## config.mk

```make
export PLATFORM = sky130hd
export DESIGN_NAME = cevi_device_flat
export DESIGN_NICKNAME = d
export VERILOG_FILES = /design/src/common/cevi_pkg.sv /design/src/common/cevi_if.sv /design/src/core/cevi_device.sv /design/src/flat_wrapper.sv
export SDC_FILE = /design/constraint.sdc
export NUM_CORES = 1
export LEC_CHECK = 0
export BUFFER_PORTS_ARGS = -buffer_cell sky130_fd_sc_hd__buf_2
export CAP_MARGIN = 20
export CORE_MARGIN = 4
export CORE_UTILIZATION = 49
export DETAILED_ROUTE_END_ITERATION = 16
export GPL_TIMING_DRIVEN = 1
export PLACE_DENSITY_LB_ADDON = 0.15
export SYNTH_ARGS = -nofsm -noshare
export SYNTH_HDL_FRONTEND = slang
export SYNTH_SLANG_ARGS = --single-unit
```

## constraint.sdc

```tcl
create_clock -name clk_sys -period 2 [get_ports clk_sys]
set_input_delay 0.4 -clock clk_sys [delete_from_list [all_inputs] [get_ports clk_sys]]
set_output_delay 0.4 -clock clk_sys [all_outputs]
set_load 0.05 [all_outputs]
```

## src/common/cevi_pkg.sv

```systemverilog
/*
  Constants and types shared by the CAN event/interrupt logic and its system-side partner.
  Assumes a single 125 MHz clock (clk_sys) and an asynchronous active-low reset on both ends.
*/
package cevi_pkg;

  localparam int SLOTS = 16;
  localparam int SLOT_W = 4;
  localparam int ERR_W = 3;
  localparam int LINES = 3;
  localparam int DATA_W = 16;
  localparam int MSTAT_W = 8;

  // error event bit positions
  localparam int ERR_BUS = 0;
  localparam int ERR_PASSIVE = 1;
  localparam int ERR_BUSOFF = 2;

  // request line / latch indices
  localparam int LINE_RX = 0;
  localparam int LINE_TX = 1;
  localparam int LINE_ERR = 2;

  // module_control_one field
  localparam int CTL_SPLIT_BIT = 0;

  // module_status fields
  localparam int STS_RECEIVING = 0;
  localparam int STS_RX_SUCC = 1;
  localparam int STS_TX_SUCC = 2;
  localparam int STS_BUS_ERR = 3;
  localparam int STS_SLOT_LSB = 4;

  // reset values
  localparam logic [DATA_W-1:0] RST_WORD = 16'h0000;
  localparam logic [ERR_W-1:0] RST_ERR = 3'h0;
  localparam logic [LINES-1:0] RST_LINES = 3'h0;
  localparam logic [LINES-1:0] RST_ARMED = 3'h7;
  localparam logic [SLOT_W-1:0] RST_SLOT = 4'h0;
  localparam logic [DATA_W-LINES-1:0] PAD_LINES = 13'h0000;
  localparam logic [DATA_W-ERR_W-1:0] PAD_ERR = 13'h0000;

  // software-visible registers reached over the write port
  typedef enum logic [3:0] {
    REG_SLOT_CONTROL,
    REG_MODULE_STATUS,
    REG_SLOT_EVENT_STATUS,
    REG_ERROR_EVENT_STATUS,
    REG_SLOT_EVENT_MASK,
    REG_ERROR_EVENT_MASK,
    REG_MODULE_CONTROL_ONE,
    REG_REQUEST_LATCH,
    REG_REQUEST_LATCH_ENABLE,
    REG_NEW_MESSAGE
  } cevi_reg_t;

endpackage : cevi_pkg

```

## src/common/cevi_if.sv

```systemverilog
/*
  Link between the CAN event/interrupt logic (dev) and the engine/software/interrupt side (sys).
  Assumes both ends sample every signal on the same clk_sys rising edge.
*/
interface cevi_if;
  // register write port, clear-by-zero where noted in the device
  logic wr_valid;
  cevi_pkg::cevi_reg_t wr_reg;
  logic [cevi_pkg::DATA_W-1:0] wr_data;
  // protocol engine events, one-cycle pulses
  logic rx_start;
  logic rx_done;
  logic rx_stored;
  logic [cevi_pkg::SLOT_W-1:0] rx_slot;
  logic tx_done;
  logic [cevi_pkg::SLOT_W-1:0] tx_slot;
  logic bus_err;
  logic err_passive_entry;
  logic bus_off_entry;
  // interrupt acknowledge of pending flags
  logic [cevi_pkg::LINES-1:0] pend_ack;
  // device state seen by the system side
  logic [cevi_pkg::MSTAT_W-1:0] module_status;
  logic [cevi_pkg::SLOTS-1:0] slot_accept;
  logic [cevi_pkg::SLOTS-1:0] slot_update_in_progress;
  logic [cevi_pkg::SLOTS-1:0] new_message_flag;
  logic [cevi_pkg::SLOTS-1:0] sent_flag;
  logic [cevi_pkg::SLOTS-1:0] slot_event_status;
  logic [cevi_pkg::ERR_W-1:0] error_event_status;
  logic [cevi_pkg::LINES-1:0] request_latch;
  logic [cevi_pkg::LINES-1:0] pending_flag;
  logic [cevi_pkg::LINES-1:0] irq_line;
  logic error_frame_start;

  modport dev (
    input wr_valid, wr_reg, wr_data, rx_start, rx_done, rx_stored, rx_slot, tx_done, tx_slot,
    input bus_err, err_passive_entry, bus_off_entry, pend_ack,
    output module_status, slot_accept, slot_update_in_progress, new_message_flag, sent_flag,
    output slot_event_status, error_event_status, request_latch, pending_flag, irq_line,
    output error_frame_start
  );

  modport sys (
    output wr_valid, wr_reg, wr_data, rx_start, rx_done, rx_stored, rx_slot, tx_done, tx_slot,
    output bus_err, err_passive_entry, bus_off_entry, pend_ack,
    input module_status, slot_accept, slot_update_in_progress, new_message_flag, sent_flag,
    input slot_event_status, error_event_status, request_latch, pending_flag, irq_line,
    input error_frame_start
  );
endinterface : cevi_if

```

## src/core/cevi_device.sv

```systemverilog
/*
  CAN receive/transmit status flags, bus-error flagging and interrupt request generation.
  Assumes engine events are single-cycle pulses on clk_sys and that software clears by writing 0.
*/
module cevi_device #(
  parameter int N_SLOTS = cevi_pkg::SLOTS // must match the link width
) (
  input wire logic clk_sys, // can clock
  input wire logic rst_n, // async reset, active low
  cevi_if.dev link, // engine, software and interrupt side
  output logic [cevi_pkg::LINES-1:0] int_req // pending flags to the cpu
);

  if (N_SLOTS != cevi_pkg::SLOTS) begin : g_bad_slots
    $error("cevi_device: N_SLOTS must equal the link slot count");
  end

  typedef struct packed {
    logic [cevi_pkg::SLOTS-1:0] rx_req;
    logic [cevi_pkg::SLOTS-1:0] uip;
    logic [cevi_pkg::SLOTS-1:0] newmsg;
    logic [cevi_pkg::SLOTS-1:0] sent;
    logic [cevi_pkg::SLOTS-1:0] slot_tx;
    logic [cevi_pkg::SLOTS-1:0] ses;
    logic [cevi_pkg::SLOTS-1:0] sem;
    logic [cevi_pkg::ERR_W-1:0] ees;
    logic [cevi_pkg::ERR_W-1:0] eem;
    logic split;
    logic [cevi_pkg::LINES-1:0] len;
    logic [cevi_pkg::LINES-1:0] latch;
    logic [cevi_pkg::LINES-1:0] pend;
    logic [cevi_pkg::LINES-1:0] armed;
    logic receiving;
    logic rx_succ;
    logic tx_succ;
    logic bus_err_st;
    logic [cevi_pkg::SLOT_W-1:0] last_slot;
    logic [cevi_pkg::SLOT_W-1:0] rx_hold;
    logic err_frame;
  } cevi_dev_state_t;

  cevi_dev_state_t s_q;
  cevi_dev_state_t s_d;

  logic raw_all;
  logic [cevi_pkg::LINES-1:0] raw;
  logic [cevi_pkg::LINES-1:0] rearm;
  logic [cevi_pkg::LINES-1:0] fire;

  // masked sources from registered status, one shared OR in combined mode
  always_comb begin
    raw_all = (|(s_q.ses & s_q.sem)) | (|(s_q.ees & s_q.eem));
    if (s_q.split) begin
      raw[cevi_pkg::LINE_RX] = |(s_q.ses & s_q.sem & ~s_q.slot_tx);
      raw[cevi_pkg::LINE_TX] = |(s_q.ses & s_q.sem & s_q.slot_tx);
      raw[cevi_pkg::LINE_ERR] = |(s_q.ees & s_q.eem);
      // rx/tx come back on the latch alone; error also waits for its sources
      rearm[cevi_pkg::LINE_RX] = ~s_q.latch[cevi_pkg::LINE_RX];
      rearm[cevi_pkg::LINE_TX] = ~s_q.latch[cevi_pkg::LINE_TX];
      rearm[cevi_pkg::LINE_ERR] = ~s_q.latch[cevi_pkg::LINE_ERR] & ~raw[cevi_pkg::LINE_ERR];
    end else begin
      raw = {cevi_pkg::LINES{raw_all}};
      rearm = {cevi_pkg::LINES{~(|s_q.latch) & ~raw_all}};
    end
    // an armed line with an active source is a rising request edge
    fire = s_q.armed & raw;
  end

  // software writes first, hardware sets afterwards so a set wins over a clear
  always_comb begin
    s_d = s_q;
    s_d.err_frame = 1'b0;
    if (link.wr_valid) begin
      if (link.wr_reg == cevi_pkg::REG_SLOT_CONTROL) begin
        s_d.rx_req = link.wr_data;
      end else if (link.wr_reg == cevi_pkg::REG_MODULE_STATUS) begin
        s_d.rx_succ = s_q.rx_succ & link.wr_data[cevi_pkg::STS_RX_SUCC];
        s_d.tx_succ = s_q.tx_succ & link.wr_data[cevi_pkg::STS_TX_SUCC];
        s_d.bus_err_st = s_q.bus_err_st & link.wr_data[cevi_pkg::STS_BUS_ERR];
      end else if (link.wr_reg == cevi_pkg::REG_SLOT_EVENT_STATUS) begin
        s_d.ses = s_q.ses & link.wr_data;
      end else if (link.wr_reg == cevi_pkg::REG_ERROR_EVENT_STATUS) begin
        s_d.ees = s_q.ees & link.wr_data[cevi_pkg::ERR_W-1:0];
      end else if (link.wr_reg == cevi_pkg::REG_SLOT_EVENT_MASK) begin
        s_d.sem = link.wr_data;
      end else if (link.wr_reg == cevi_pkg::REG_ERROR_EVENT_MASK) begin
        s_d.eem = link.wr_data[cevi_pkg::ERR_W-1:0];
      end else if (link.wr_reg == cevi_pkg::REG_MODULE_CONTROL_ONE) begin
        s_d.split = link.wr_data[cevi_pkg::CTL_SPLIT_BIT];
      end else if (link.wr_reg == cevi_pkg::REG_REQUEST_LATCH) begin
        s_d.latch = s_q.latch & link.wr_data[cevi_pkg::LINES-1:0];
      end else if (link.wr_reg == cevi_pkg::REG_REQUEST_LATCH_ENABLE) begin
        s_d.len = link.wr_data[cevi_pkg::LINES-1:0];
      end else if (link.wr_reg == cevi_pkg::REG_NEW_MESSAGE) begin
        s_d.newmsg = s_q.newmsg & link.wr_data;
        s_d.sent = s_q.sent & link.wr_data;
      end
    end
    // acknowledge by the interrupt controller drops pending flags only
    s_d.pend = s_d.pend & ~link.pend_ack;

    // frame reception sequence
    if (link.rx_start) begin
      s_d.receiving = 1'b1;
    end
    if (link.rx_done) begin
      s_d.receiving = 1'b0;
      if (s_q.rx_req[link.rx_slot]) begin
        s_d.uip[link.rx_slot] = 1'b1;
        s_d.newmsg[link.rx_slot] = 1'b1;
        s_d.rx_succ = 1'b1;
        s_d.rx_hold = link.rx_slot;
      end
    end
    if (link.rx_stored) begin
      s_d.uip[s_q.rx_hold] = 1'b0;
      s_d.ses[s_q.rx_hold] = 1'b1;
      s_d.slot_tx[s_q.rx_hold] = 1'b0;
      s_d.last_slot = s_q.rx_hold;
    end
    // transmit completion; wins the slot number if both land together
    if (link.tx_done) begin
      s_d.sent[link.tx_slot] = 1'b1;
      s_d.tx_succ = 1'b1;
      s_d.ses[link.tx_slot] = 1'b1;
      s_d.slot_tx[link.tx_slot] = 1'b1;
      s_d.last_slot = link.tx_slot;
    end
    // error sources
    if (link.bus_err) begin
      s_d.bus_err_st = 1'b1;
      s_d.ees[cevi_pkg::ERR_BUS] = 1'b1;
      s_d.err_frame = 1'b1;
    end
    if (link.err_passive_entry) begin
      s_d.ees[cevi_pkg::ERR_PASSIVE] = 1'b1;
    end
    if (link.bus_off_entry) begin
      s_d.ees[cevi_pkg::ERR_BUSOFF] = 1'b1;
    end

    // request edges: latch set, pending set where its latch enable is set, line disarmed until re-armed
    for (int k = 0; k < cevi_pkg::LINES; k++) begin
      if (fire[k]) begin
        s_d.latch[k] = 1'b1;
        s_d.armed[k] = 1'b0;
        if (s_q.len[k]) begin
          s_d.pend[k] = 1'b1;
        end
      end else if (rearm[k]) begin
        s_d.armed[k] = 1'b1;
      end
    end
  end

  // all state in one register; constants only under reset
  always_ff @(posedge clk_sys or negedge rst_n) begin
    if (!rst_n) begin
      s_q.rx_req <= cevi_pkg::RST_WORD;
      s_q.uip <= cevi_pkg::RST_WORD;
      s_q.newmsg <= cevi_pkg::RST_WORD;
      s_q.sent <= cevi_pkg::RST_WORD;
      s_q.slot_tx <= cevi_pkg::RST_WORD;
      s_q.ses <= cevi_pkg::RST_WORD;
      s_q.sem <= cevi_pkg::RST_WORD;
      s_q.ees <= cevi_pkg::RST_ERR;
      s_q.eem <= cevi_pkg::RST_ERR;
      s_q.split <= 1'b0;
      s_q.len <= cevi_pkg::RST_LINES;
      s_q.latch <= cevi_pkg::RST_LINES;
      s_q.pend <= cevi_pkg::RST_LINES;
      s_q.armed <= cevi_pkg::RST_ARMED;
      s_q.receiving <= 1'b0;
      s_q.rx_succ <= 1'b0;
      s_q.tx_succ <= 1'b0;
      s_q.bus_err_st <= 1'b0;
      s_q.last_slot <= cevi_pkg::RST_SLOT;
      s_q.rx_hold <= cevi_pkg::RST_SLOT;
      s_q.err_frame <= 1'b0;
    end else begin
      s_q <= s_d;
    end
  end

  // outputs straight from the state register
  always_comb begin
    link.module_status = '0;
    link.module_status[cevi_pkg::STS_RECEIVING] = s_q.receiving;
    link.module_status[cevi_pkg::STS_RX_SUCC] = s_q.rx_succ;
    link.module_status[cevi_pkg::STS_TX_SUCC] = s_q.tx_succ;
    link.module_status[cevi_pkg::STS_BUS_ERR] = s_q.bus_err_st;
    link.module_status[cevi_pkg::STS_SLOT_LSB +: cevi_pkg::SLOT_W] = s_q.last_slot;
  end

  assign link.slot_accept = s_q.rx_req;
  assign link.slot_update_in_progress = s_q.uip;
  assign link.new_message_flag = s_q.newmsg;
  assign link.sent_flag = s_q.sent;
  assign link.slot_event_status = s_q.ses;
  assign link.error_event_status = s_q.ees;
  assign link.request_latch = s_q.latch;
  assign link.pending_flag = s_q.pend;
  assign link.irq_line = ~s_q.armed; // request held while disarmed
  assign link.error_frame_start = s_q.err_frame;
  assign int_req = s_q.pend;

endmodule : cevi_device

```

## src/flat_wrapper.sv

```systemverilog
// flat-port wrapper written by rule: the top's interface ports become plain ports
module cevi_device_flat 
#(
  parameter int N_SLOTS = cevi_pkg::SLOTS                             
)
  (clk_sys, rst_n, int_req, link_wr_valid, link_wr_reg, link_wr_data, link_rx_start, link_rx_done, link_rx_stored, link_rx_slot, link_tx_done, link_tx_slot, link_bus_err, link_err_passive_entry, link_bus_off_entry, link_pend_ack, link_module_status, link_slot_accept, link_slot_update_in_progress, link_new_message_flag, link_sent_flag, link_slot_event_status, link_error_event_status, link_request_latch, link_pending_flag, link_irq_line, link_error_frame_start);
  cevi_if link_i ();
  input wire logic clk_sys;
  input wire logic rst_n;
  output logic [cevi_pkg::LINES-1:0] int_req;
  input wire logic [$bits(link_i.wr_valid)-1:0] link_wr_valid;
  input wire logic [$bits(link_i.wr_reg)-1:0] link_wr_reg;
  input wire logic [$bits(link_i.wr_data)-1:0] link_wr_data;
  input wire logic [$bits(link_i.rx_start)-1:0] link_rx_start;
  input wire logic [$bits(link_i.rx_done)-1:0] link_rx_done;
  input wire logic [$bits(link_i.rx_stored)-1:0] link_rx_stored;
  input wire logic [$bits(link_i.rx_slot)-1:0] link_rx_slot;
  input wire logic [$bits(link_i.tx_done)-1:0] link_tx_done;
  input wire logic [$bits(link_i.tx_slot)-1:0] link_tx_slot;
  input wire logic [$bits(link_i.bus_err)-1:0] link_bus_err;
  input wire logic [$bits(link_i.err_passive_entry)-1:0] link_err_passive_entry;
  input wire logic [$bits(link_i.bus_off_entry)-1:0] link_bus_off_entry;
  input wire logic [$bits(link_i.pend_ack)-1:0] link_pend_ack;
  output wire logic [$bits(link_i.module_status)-1:0] link_module_status;
  output wire logic [$bits(link_i.slot_accept)-1:0] link_slot_accept;
  output wire logic [$bits(link_i.slot_update_in_progress)-1:0] link_slot_update_in_progress;
  output wire logic [$bits(link_i.new_message_flag)-1:0] link_new_message_flag;
  output wire logic [$bits(link_i.sent_flag)-1:0] link_sent_flag;
  output wire logic [$bits(link_i.slot_event_status)-1:0] link_slot_event_status;
  output wire logic [$bits(link_i.error_event_status)-1:0] link_error_event_status;
  output wire logic [$bits(link_i.request_latch)-1:0] link_request_latch;
  output wire logic [$bits(link_i.pending_flag)-1:0] link_pending_flag;
  output wire logic [$bits(link_i.irq_line)-1:0] link_irq_line;
  output wire logic [$bits(link_i.error_frame_start)-1:0] link_error_frame_start;
  assign link_i.wr_valid = link_wr_valid;
  assign link_i.wr_reg = link_wr_reg;
  assign link_i.wr_data = link_wr_data;
  assign link_i.rx_start = link_rx_start;
  assign link_i.rx_done = link_rx_done;
  assign link_i.rx_stored = link_rx_stored;
  assign link_i.rx_slot = link_rx_slot;
  assign link_i.tx_done = link_tx_done;
  assign link_i.tx_slot = link_tx_slot;
  assign link_i.bus_err = link_bus_err;
  assign link_i.err_passive_entry = link_err_passive_entry;
  assign link_i.bus_off_entry = link_bus_off_entry;
  assign link_i.pend_ack = link_pend_ack;
  assign link_module_status = link_i.module_status;
  assign link_slot_accept = link_i.slot_accept;
  assign link_slot_update_in_progress = link_i.slot_update_in_progress;
  assign link_new_message_flag = link_i.new_message_flag;
  assign link_sent_flag = link_i.sent_flag;
  assign link_slot_event_status = link_i.slot_event_status;
  assign link_error_event_status = link_i.error_event_status;
  assign link_request_latch = link_i.request_latch;
  assign link_pending_flag = link_i.pending_flag;
  assign link_irq_line = link_i.irq_line;
  assign link_error_frame_start = link_i.error_frame_start;
  cevi_device #(.N_SLOTS(N_SLOTS)) u_core (.clk_sys(clk_sys), .rst_n(rst_n), .link(link_i), .int_req(int_req));
endmodule
```

### Word-level counts from Yosys, hierarchy flattened

Index checks and enable logic that the tools add are counted.

* bitwise logic cells: 43
* equal/unequal tests: 40
* mux-type cells: 72
* $lt $le $gt $ge: 6
* reduce and logical (&&, ||, !) cells: 43

Operators with widths (count)
* $mux 32: 14
* $mux 45: 3
* $and 16x16->16: 8
* $or 16x16->16: 6
* $mux 16: 4
* $mux 48: 1
* $reduce_or 16->1: 3
* $ne 2x1->1 const B: 21
* $reduce_bool 2->1: 20
* $not 16->16: 2
* $mux 3: 10
* $mux 29: 1
* $mux 1: 28
* $reduce_and 9->1: 3
* $mux 10: 2
* $ne 2x2->1 const B: 10
* $eq 4x3->1 const B: 4
* $and 3x3->3: 5
* $lt 4x5->1 const B: 3
* $reduce_and 5->1: 3
* $not 1->1: 14
* $demux 1 s4: 3
* $ge 4x1->1 const B: 3
* $reduce_and 10->1: 1
* 19 further kinds: 32

* logic and storage cells: 231
* bits in registers: 144

### Logic depth before layout (Yosys ltp)

Gate-level depths: netlist of run 1.

* depth after elaboration: 17
* depth in mapped cells: 6
* mapped depth without buffers: 5

### Worst setup path after synthesis of run 1

Ideal clock, no wire load.

* kind: input to register
* start: input port link_rx_slot[0]
* end: register u_core.s_q[2] (netlist name)
* slack: -0.071 ns
* stages on the path: 6
* data arrival time: 1.943 ns
* buffers on the path: 1
* setup time: 0.128 ns
* path through: buf_2 mux4_2 nand4_1 nand2_1 nor2b_2 mux2_1

* longest elaborated chain between the ends: 3

Ends and longest elaborated chain
* start, declared: line flat_wrapper.sv:17 `input wire logic [$bits(link_i.rx_slot)-1:0] link_rx_slot;`
* $bmux 1 s4: line cevi_device.sv:108 `if (s_q.rx_req[link.rx_slot]) begin`
* $mux 1 (not written as such): line cevi_device.sv:108
* $reduce_and 2->1 (no line)
* end, declared: line cevi_device.sv:42 `cevi_dev_state_t s_q;`

No other way between the ends. The select of a mux whose other input is x is not followed.
A chain may end at the register's enable or synchronous reset.

### Worst setup path after layout of run 1

* start: register u_core.s_q (netlist bit u_core.link.error_event_status[0])
* end: register u_core.s_q[13] (netlist name)

* longest elaborated chain between the ends: 7

Ends and longest elaborated chain
* $and 3x3->3 (*): line cevi_device.sv:52 `raw_all = (|(s_q.ses & s_q.sem)) | (|(s_q.ees & s_q.eem));`
* $reduce_or 3->1 (*): line cevi_device.sv:52
* $or 1x1->1 (*): line cevi_device.sv:52
* $not 1->1: line cevi_device.sv:63 `rearm = {cevi_pkg::LINES{~(|s_q.latch) & ~raw_all}};`
* $and 1x1->1: line cevi_device.sv:63
* $mux 3: line cevi_device.sv:53 `if (s_q.split) begin`
* $reduce_bool 2->1 (no line)

Mark *: on every way between the ends. The rest lies on a longest branch, timed or not.

==> results of run 1 <==
-- synthesized netlist by cell type, types with 8 or more instances --
library cell and instances:
buf_4 100, clkbuf_1 15, dfrtp_1 141, inv_1 8, mux2_1 29, mux2_2 14
nand2_1 103, nand2b_1 12, nand3_1 45, nor2_1 24, o21a_1 17, o21ai_0 60
o21ai_1 18
-- power groups by stage --
stage	combinational, mW	clock [mW]	sequential (mW)
5_1_grt	5.26	3.09	4.73
2_1_floorplan	4.47	0	4.38
4_1_cts	4.96	2.95	4.61
3_5_place_dp	4.94	0	4.65
3_3_place_gp	4.88	0	4.60
6_report	4.96	2.91	4.62
-- flip-flops by register name (all words and copies together) (netlist names) --
register                             flops
u_core.link.new_message_flag            16
u_core.link.error_event_status           3
u_core.link.sent_flag                   16
u_core.int_req                           3
u_core.link.error_frame_start            1
u_core.link.slot_update_in_progress     16
u_core.link.slot_accept                 16
u_core.link.module_status                8
u_core.link.request_latch                3
u_core.link.slot_event_status           16
u_core.s_q                              46
-- worst max-delay path: cells and delay by family, from the launching register on --
| family | cells | cell delay, ps |
|---|---|---|
| AND/OR/NAND/NOR | 3 | 910 |
| AO/OA/AOI/OAI | 2 | 570 |
| flip-flops | 1 | 390 |
| buffers and inverters | 1 | 190 |
-- final timing paths --
| path | startpoint | end | slack (ps) | cells past startpoint |
|---|---|---|---|---|
| min | link_bus_err | u_core.link.error_frame_start$_DFF_PN0_ | 110 | 1 |
| min reg2reg | u_core.link.slot_update_in_progress[10]$_DFF_PN0_ | u_core.link.slot_update_in_progress[10]$_DFF_PN0_ | 490 | 1 |
| max | u_core.link.error_event_status[0]$_DFFE_PN0P_ | u_core.s_q[13]$_DFFE_PN1P_ | -130 | 6 |
| max in group asynchronous | rst_n | u_core.link.slot_accept[13]$_DFFE_PN0P_ | 900 | 3 |
| max reg2reg | u_core.link.error_event_status[0]$_DFFE_PN0P_ | u_core.s_q[13]$_DFFE_PN1P_ | -130 | 6 |
| min in group asynchronous | rst_n | u_core.link.sent_flag[9]$_DFF_PN0_ | 470 | 2 |
-- final cells by class --
| type | count | area share (%) |
|---|---|---|
| inverter | 8 | 0.388 |
| clock inverter | 6 | 0.388 |
| tap | 176 | 2.84 |
| sequential | 144 | 46.6 |
| clock buffer | 25 | 6.65 |
| multi-input combinational | 391 | 30.5 |
| timing repair buffer | 174 | 12.6 |
-- layer usage --
layer	wire, um	vias to the layer above	share of wire (%)
li1	-	2336	-
met1	7640	2626	41
met2	9410	215	50
met3	1410	24	7.5
met4	297	0	1.6
met5	0	-	0
-- per-stage QoR --
step	std cells	power, mW	TNS (ps)	util, %
final	924	12.5	-331	57.8
after global routing	924	13.1	-763	57.8
after CTS	924	12.5	-350	57.7
after detailed placement	891	9.58	-446	53.5
after global placement	891	9.48	-400	53.5
after floorplan	659	8.86	0	-
-- cell families (layout without fill, tap and decap cells) --
family	Yosys count	count (layout)	share of synthesized area, %
mux	51	51	8.86
buf+inv	124	213	12.4
flops	144	144	53.1
compound gates	121	121	10.4
simple gates	219	219	15.2
-- repair_timing --
action                                  CTS  global route
cloned                                    0             0
hold endpoints to repair                 37             0
gates resized for setup                   1             3
buffers inserted                          1             2
pin swaps                                 5             4
endpoints found under the setup margin    3             9
hold buffers                              1             0
==> flow_summary_export.csv, run 1 <==
group,metric,value,unit
placement,place_area,0.00716,sq mm
grt,antenna_found_initial,0,
grt,grt_use_met2,40.0,%
grt,grt_busiest_layer,"met2",
pwr,power.switching,5.50,mW
timing,period_share,107,%
floorplanning,coreArea,0.0134,sq mm
setup_path,critical-path-slowest-cell,"or4_4",
pwr,switching_share,44.1,%
clock_tree,cts_buffers,17,
logic_synthesis,synth_edf_count,0,
timing,fin_ws,-133,ps
placement,gp_congestion,0.936,
finish,nNetsFinal,777,
pwr,power.density,1610,mW/mm^2
drt,drtPass1Iterations,5,
grt,met1_usage,31.3,%
placement,port_buffers,144,
logic_synthesis,netlist.area_leader.share,51.9,%
floorplanning,die_x,126,um
timing,fin_skew,4.03,ps
drt,dr_total_vias,5201,
min_path,hp-class,"in -> reg",
grt,grt_pass1_vias,5295,
grt,grt_overflow,0,
pwr,ir_drop,0.000805,V
setup_path,path_cells,"a222oi_1 > buf_4 > nand4_1 > or3_4 > or4_4 > a31oi_1",
pwr,pwr-share-comb,39.7,%
setup_path,critical_path.max_stage_delay,430,ps
setup_path,crit_type,"reg -> reg",
finish,area.growth.synth_to_final,14.0,%
setup_path,cp_max_fo,3,
timing,setup_viol,3,
clock_tree,clock_path_buffers,2,
drt,drtAntennaViolNets,0,
placement,pre_cts_ws,-143,ps
pwr,pwr-share-clk,23.3,%
logic_synthesis,synthTopCellsByArea,"dfrtp_1 52%, buf_4 11%, nand2_1 5.7%, mux2_1 4.8%, o21ai_0 4.4%",
pwr,p_leak,3.67,nW
drt,drc_errors,0,
clock_tree,path_clk_slew,50,ps
logic_synthesis,syn_avg_cell_area,10.3,sq um
drt,drt-total-wl,18.8,mm
logic_synthesis,yosys_register_bits,144,
floorplanning,start_util,50.7,%
logic_synthesis,synth_area_leader_cell,"dfrtp_1",
timing,fmax,0.469,GHz
finish,multi_input_area,0.00236,sq mm
floorplanning,io_pins,145,
logic_synthesis,ys_warn_count,0,
finish,layout_common_cells,"143 x buf_2, 141 x dfrtp_1, 102 x nand2_1",
floorplanning,dieArea,0.0158,sq mm
finish,drive_above_1_share,31.0,%
finish,n_antenna_cell,0,
grt,use_met3,6.56,%
floorplanning,num_rows,42,
timing,rsz0062_at_grt,"yes",
timing,fin_crit,2130,ps
logic_synthesis,synth_seq_area_share,53.1,%
clock_tree,cts_root_buf,"clkbuf_16",
clock_tree,clock_latency,420,ps
grt,grt_max_degree,50,
grt,grt.total_usage,24.2,%
status,status,"finished with violations",
logic_synthesis,ys.flop_type,"dfrtp_1",
clock_tree,cts_tree,"built",
pwr,intPower,6.98,mW
logic_synthesis,syn_area,0.00679,sq mm
setup_path,cp.required,2350,ps
setup_path,start_kind,"flop",
drt,vias_per_cell,5.63,
clock_tree,cts_sinks,144,
drt,first_iter_violations,418,
timing,whs,115,ps
finish,final_common_cell,"buf_2",
logic_synthesis,yosysUniqueCellTypes,42,
finish,design_area,0.00775,sq mm
finish,fill_cells,1180,
logic_synthesis,postSynthNetCount,700,
pwr,seq_power_share,37.0,%
setup_path,crit_path_end_kind,"flop",
timing,finalHoldViolations,0,
floorplanning,die_y,126,um
placement,hpwl,14.2,mm
setup_path,cp.arrival,2480,ps
clock_tree,h-tree-depth,4,
status,violations,"negative setup slack",
timing,slew_headroom,69.1,%
logic_synthesis,synthArstFlopShare,100,%
drt,wl_per_cell,20.3,um
timing,tightestPinTransition,461,ps
grt,grt_pass1_wl,29.6,mm
finish,regArea,0.00361,sq mm
logic_synthesis,syn-instance-count,659,
timing,drv_slew,0,
run,maxCapViolCount,0,
Power figures use the tool's default switching activity.
==> run 2, diff against run 1 <==
--- a/config.mk
+++ b/config.mk
@@ -5,7 +5,7 @@
 export SDC_FILE = /design/constraint.sdc
 export NUM_CORES = 1
 export LEC_CHECK = 0
-export BUFFER_PORTS_ARGS = -buffer_cell sky130_fd_sc_hd__buf_2
+export BUFFER_PORTS_ARGS = -buffer_cell sky130_fd_sc_hd__buf_4
 export CAP_MARGIN = 20
 export CORE_MARGIN = 4
 export CORE_UTILIZATION = 49
==> run 2 against run 1 <==
  * Fmax shrank 4.3%
  * The run still ends with negative setup slack left
  * Largest cell class unchanged
  * Critical path depth unchanged
  * Non-clock buffer count up 2
  * Highest routed layer unchanged
==> flow_summary_export.csv, run 2 (synthesized netlist as in run 1, its figures left out) <==
group,metric,value,unit
finish,design_area,0.00820,sq mm
finish,fill_cells,1166,
finish,area.growth.synth_to_final,20.6,%
clock_tree,h-tree-depth,4,
floorplanning,die_y,126,um
pwr,p_total,13.1,mW
finish,utilization,61.2,%
status,violations,"negative setup slack",
timing,fin_ws,-230,ps
clock_tree,cts_tree,"built",
timing,rsz0062_at_grt,"yes",
clock_tree,cts_root_buf,"clkbuf_16",
setup_path,cp.required,2350,ps
setup_path,cp_max_fo,3,
grt,grt.total_usage,24.6,%
drt,drc_errors,0,
finish,drive_above_1_share,31.4,%
finish,final_common_cell,"buf_4",
timing,fmax,0.448,GHz
pwr,ir_drop,0.000779,V
clock_tree,clock_latency,420,ps
placement,gp_congestion,0.903,
drt,dr_total_vias,5114,
timing,fin_skew,5.11,ps
floorplanning,num_rows,42,
drt,vias_per_cell,5.51,
timing,drv_slew,0,
grt,grt_pass1_vias,5280,
drt,first_iter_violations,403,
timing,tightestPinTransition,616,ps
grt,grt_pass1_wl,29.9,mm
drt,wl_per_cell,20.5,um
drt,drt-total-wl,19.0,mm
placement,place.detailed.instances,892,
finish,largest_reg_flops,46,
placement,hpwl,14.3,mm
floorplanning,die_x,126,um
status,status,"finished with violations",
floorplanning,dieArea,0.0158,sq mm
clock_tree,clock_path_buffers,2,
floorplanning,coreArea,0.0134,sq mm
pwr,power.density,1600,mW/mm^2
setup_path,reg2reg_depth,6,
setup_path,crit_path_end_kind,"flop",
pwr,p_leak,3.80,nW
timing,slew_headroom,58.6,%
clock_tree,path_clk_slew,60,ps
clock_tree,cts_buffers,17,
min_path,hp-class,"in -> reg",
grt,grt_overflow,0,
timing,period_share,111,%
timing,whs,103,ps
drt,drtAntennaViolNets,0,
timing,fin_crit,2230,ps
drt,drtPass1Iterations,5,
finish,nNetsFinal,779,
clock_tree,cts_sinks,144,
setup_path,cp.arrival,2580,ps
setup_path,start_kind,"flop",
finish,final_cells,928,
timing,setup_viol,3,
placement,port_buffers,144,
grt,grt_max_degree,53,
floorplanning,io_pins,145,
timing,finalSetupTns,-640,ps
grt,antenna_found_initial,0,
finish,regMostFlops,"u_core.s_q",
finish,layout_common_cells,"172 x buf_4, 141 x dfrtp_1, 102 x nand2_1",
placement,place_area,0.00753,sq mm
setup_path,crit_type,"reg -> reg",
min_path,holdPathStages,1,
timing,finalHoldViolations,0,
run,maxCapViolCount,0,
placement,pre_cts_ws,-183,ps
floorplanning,start_util,50.7,%
run 2: cell types whose count changed in the layout (fill, tap and decap cells not counted), sizes merged:
cell | before | now
bufinv | 0 | 1
diode | 0 | 1
clkbuf | 25 | 26
buf | 173 | 175
clkinv | 6 | 5
run 2: critical path: stages (launching register included):
cell and delay [ps]:
dfrtp_1 370, a222oi_1 420, buf_4 200, nand4_1 90, or3_4 400, or4_4 480
a31oi_4 190
run 2: path summary, 6_finish.rpt:
kind                                                                from                                 endpoint  slack (ps)
max reg2reg                u_core.link.error_event_status[0]$_DFFE_PN0P_               u_core.s_q[13]$_DFFE_PN1P_        -230
min in group asynchronous                                          rst_n       u_core.link.sent_flag[9]$_DFF_PN0_         510
max                        u_core.link.error_event_status[0]$_DFFE_PN0P_               u_core.s_q[13]$_DFFE_PN1P_        -230
min                                                         link_bus_err  u_core.link.error_frame_start$_DFF_PN0_         100
max in group asynchronous                                          rst_n                u_core.s_q[4]$_DFFE_PN0P_         890
min reg2reg                                   u_core.s_q[24]$_DFFE_PN0P_               u_core.s_q[24]$_DFFE_PN0P_         490
run 2: power breakdown:
part / internal, mW / switching [mW] / total, mW
logic: 1.81 / 3.69 / 5.49
clock network: 1.83 / 1.17 / 3.00
registers: 3.85 / 0.779 / 4.63
run 2: final cells by class:
cell class	instances	area [sq um]	area share [%]
flip-flops and latches	144	3610	44.0
multi-input cells	391	2430	29.6
repair buffers	176	1350	16.5
clock buffers	26	499	6.09
well taps	176	220	2.69
clock inverters	6	55.1	0.672
inverters	8	30.0	0.366
diodes	1	2.50	0.0305
run 2: routing by layer:
| layer | part of all wire, % | vias to the layer above | track usage [%] | routed length (um) |
|---|---|---|---|---|
| met2 | 50 | 168 | 40.7 | 9520 |
| met1 | 43 | 2579 | 33.0 | 8080 |
| met5 | 0 | - | 0 | 0 |
| li1 | - | 2339 | - | - |
| met3 | 6.1 | 28 | 5.97 | 1160 |
| met4 | 1.3 | 0 | 6.25 | 247 |
run 2: what timing repair did:
action                                  4_1_cts  5_1_grt
buffers inserted                              1        2
endpoints found under the setup margin        3        9
hold buffers                                  1        0
pin swaps                                     1        7
hold endpoints to repair                     45        0
gates resized for setup                       2       10
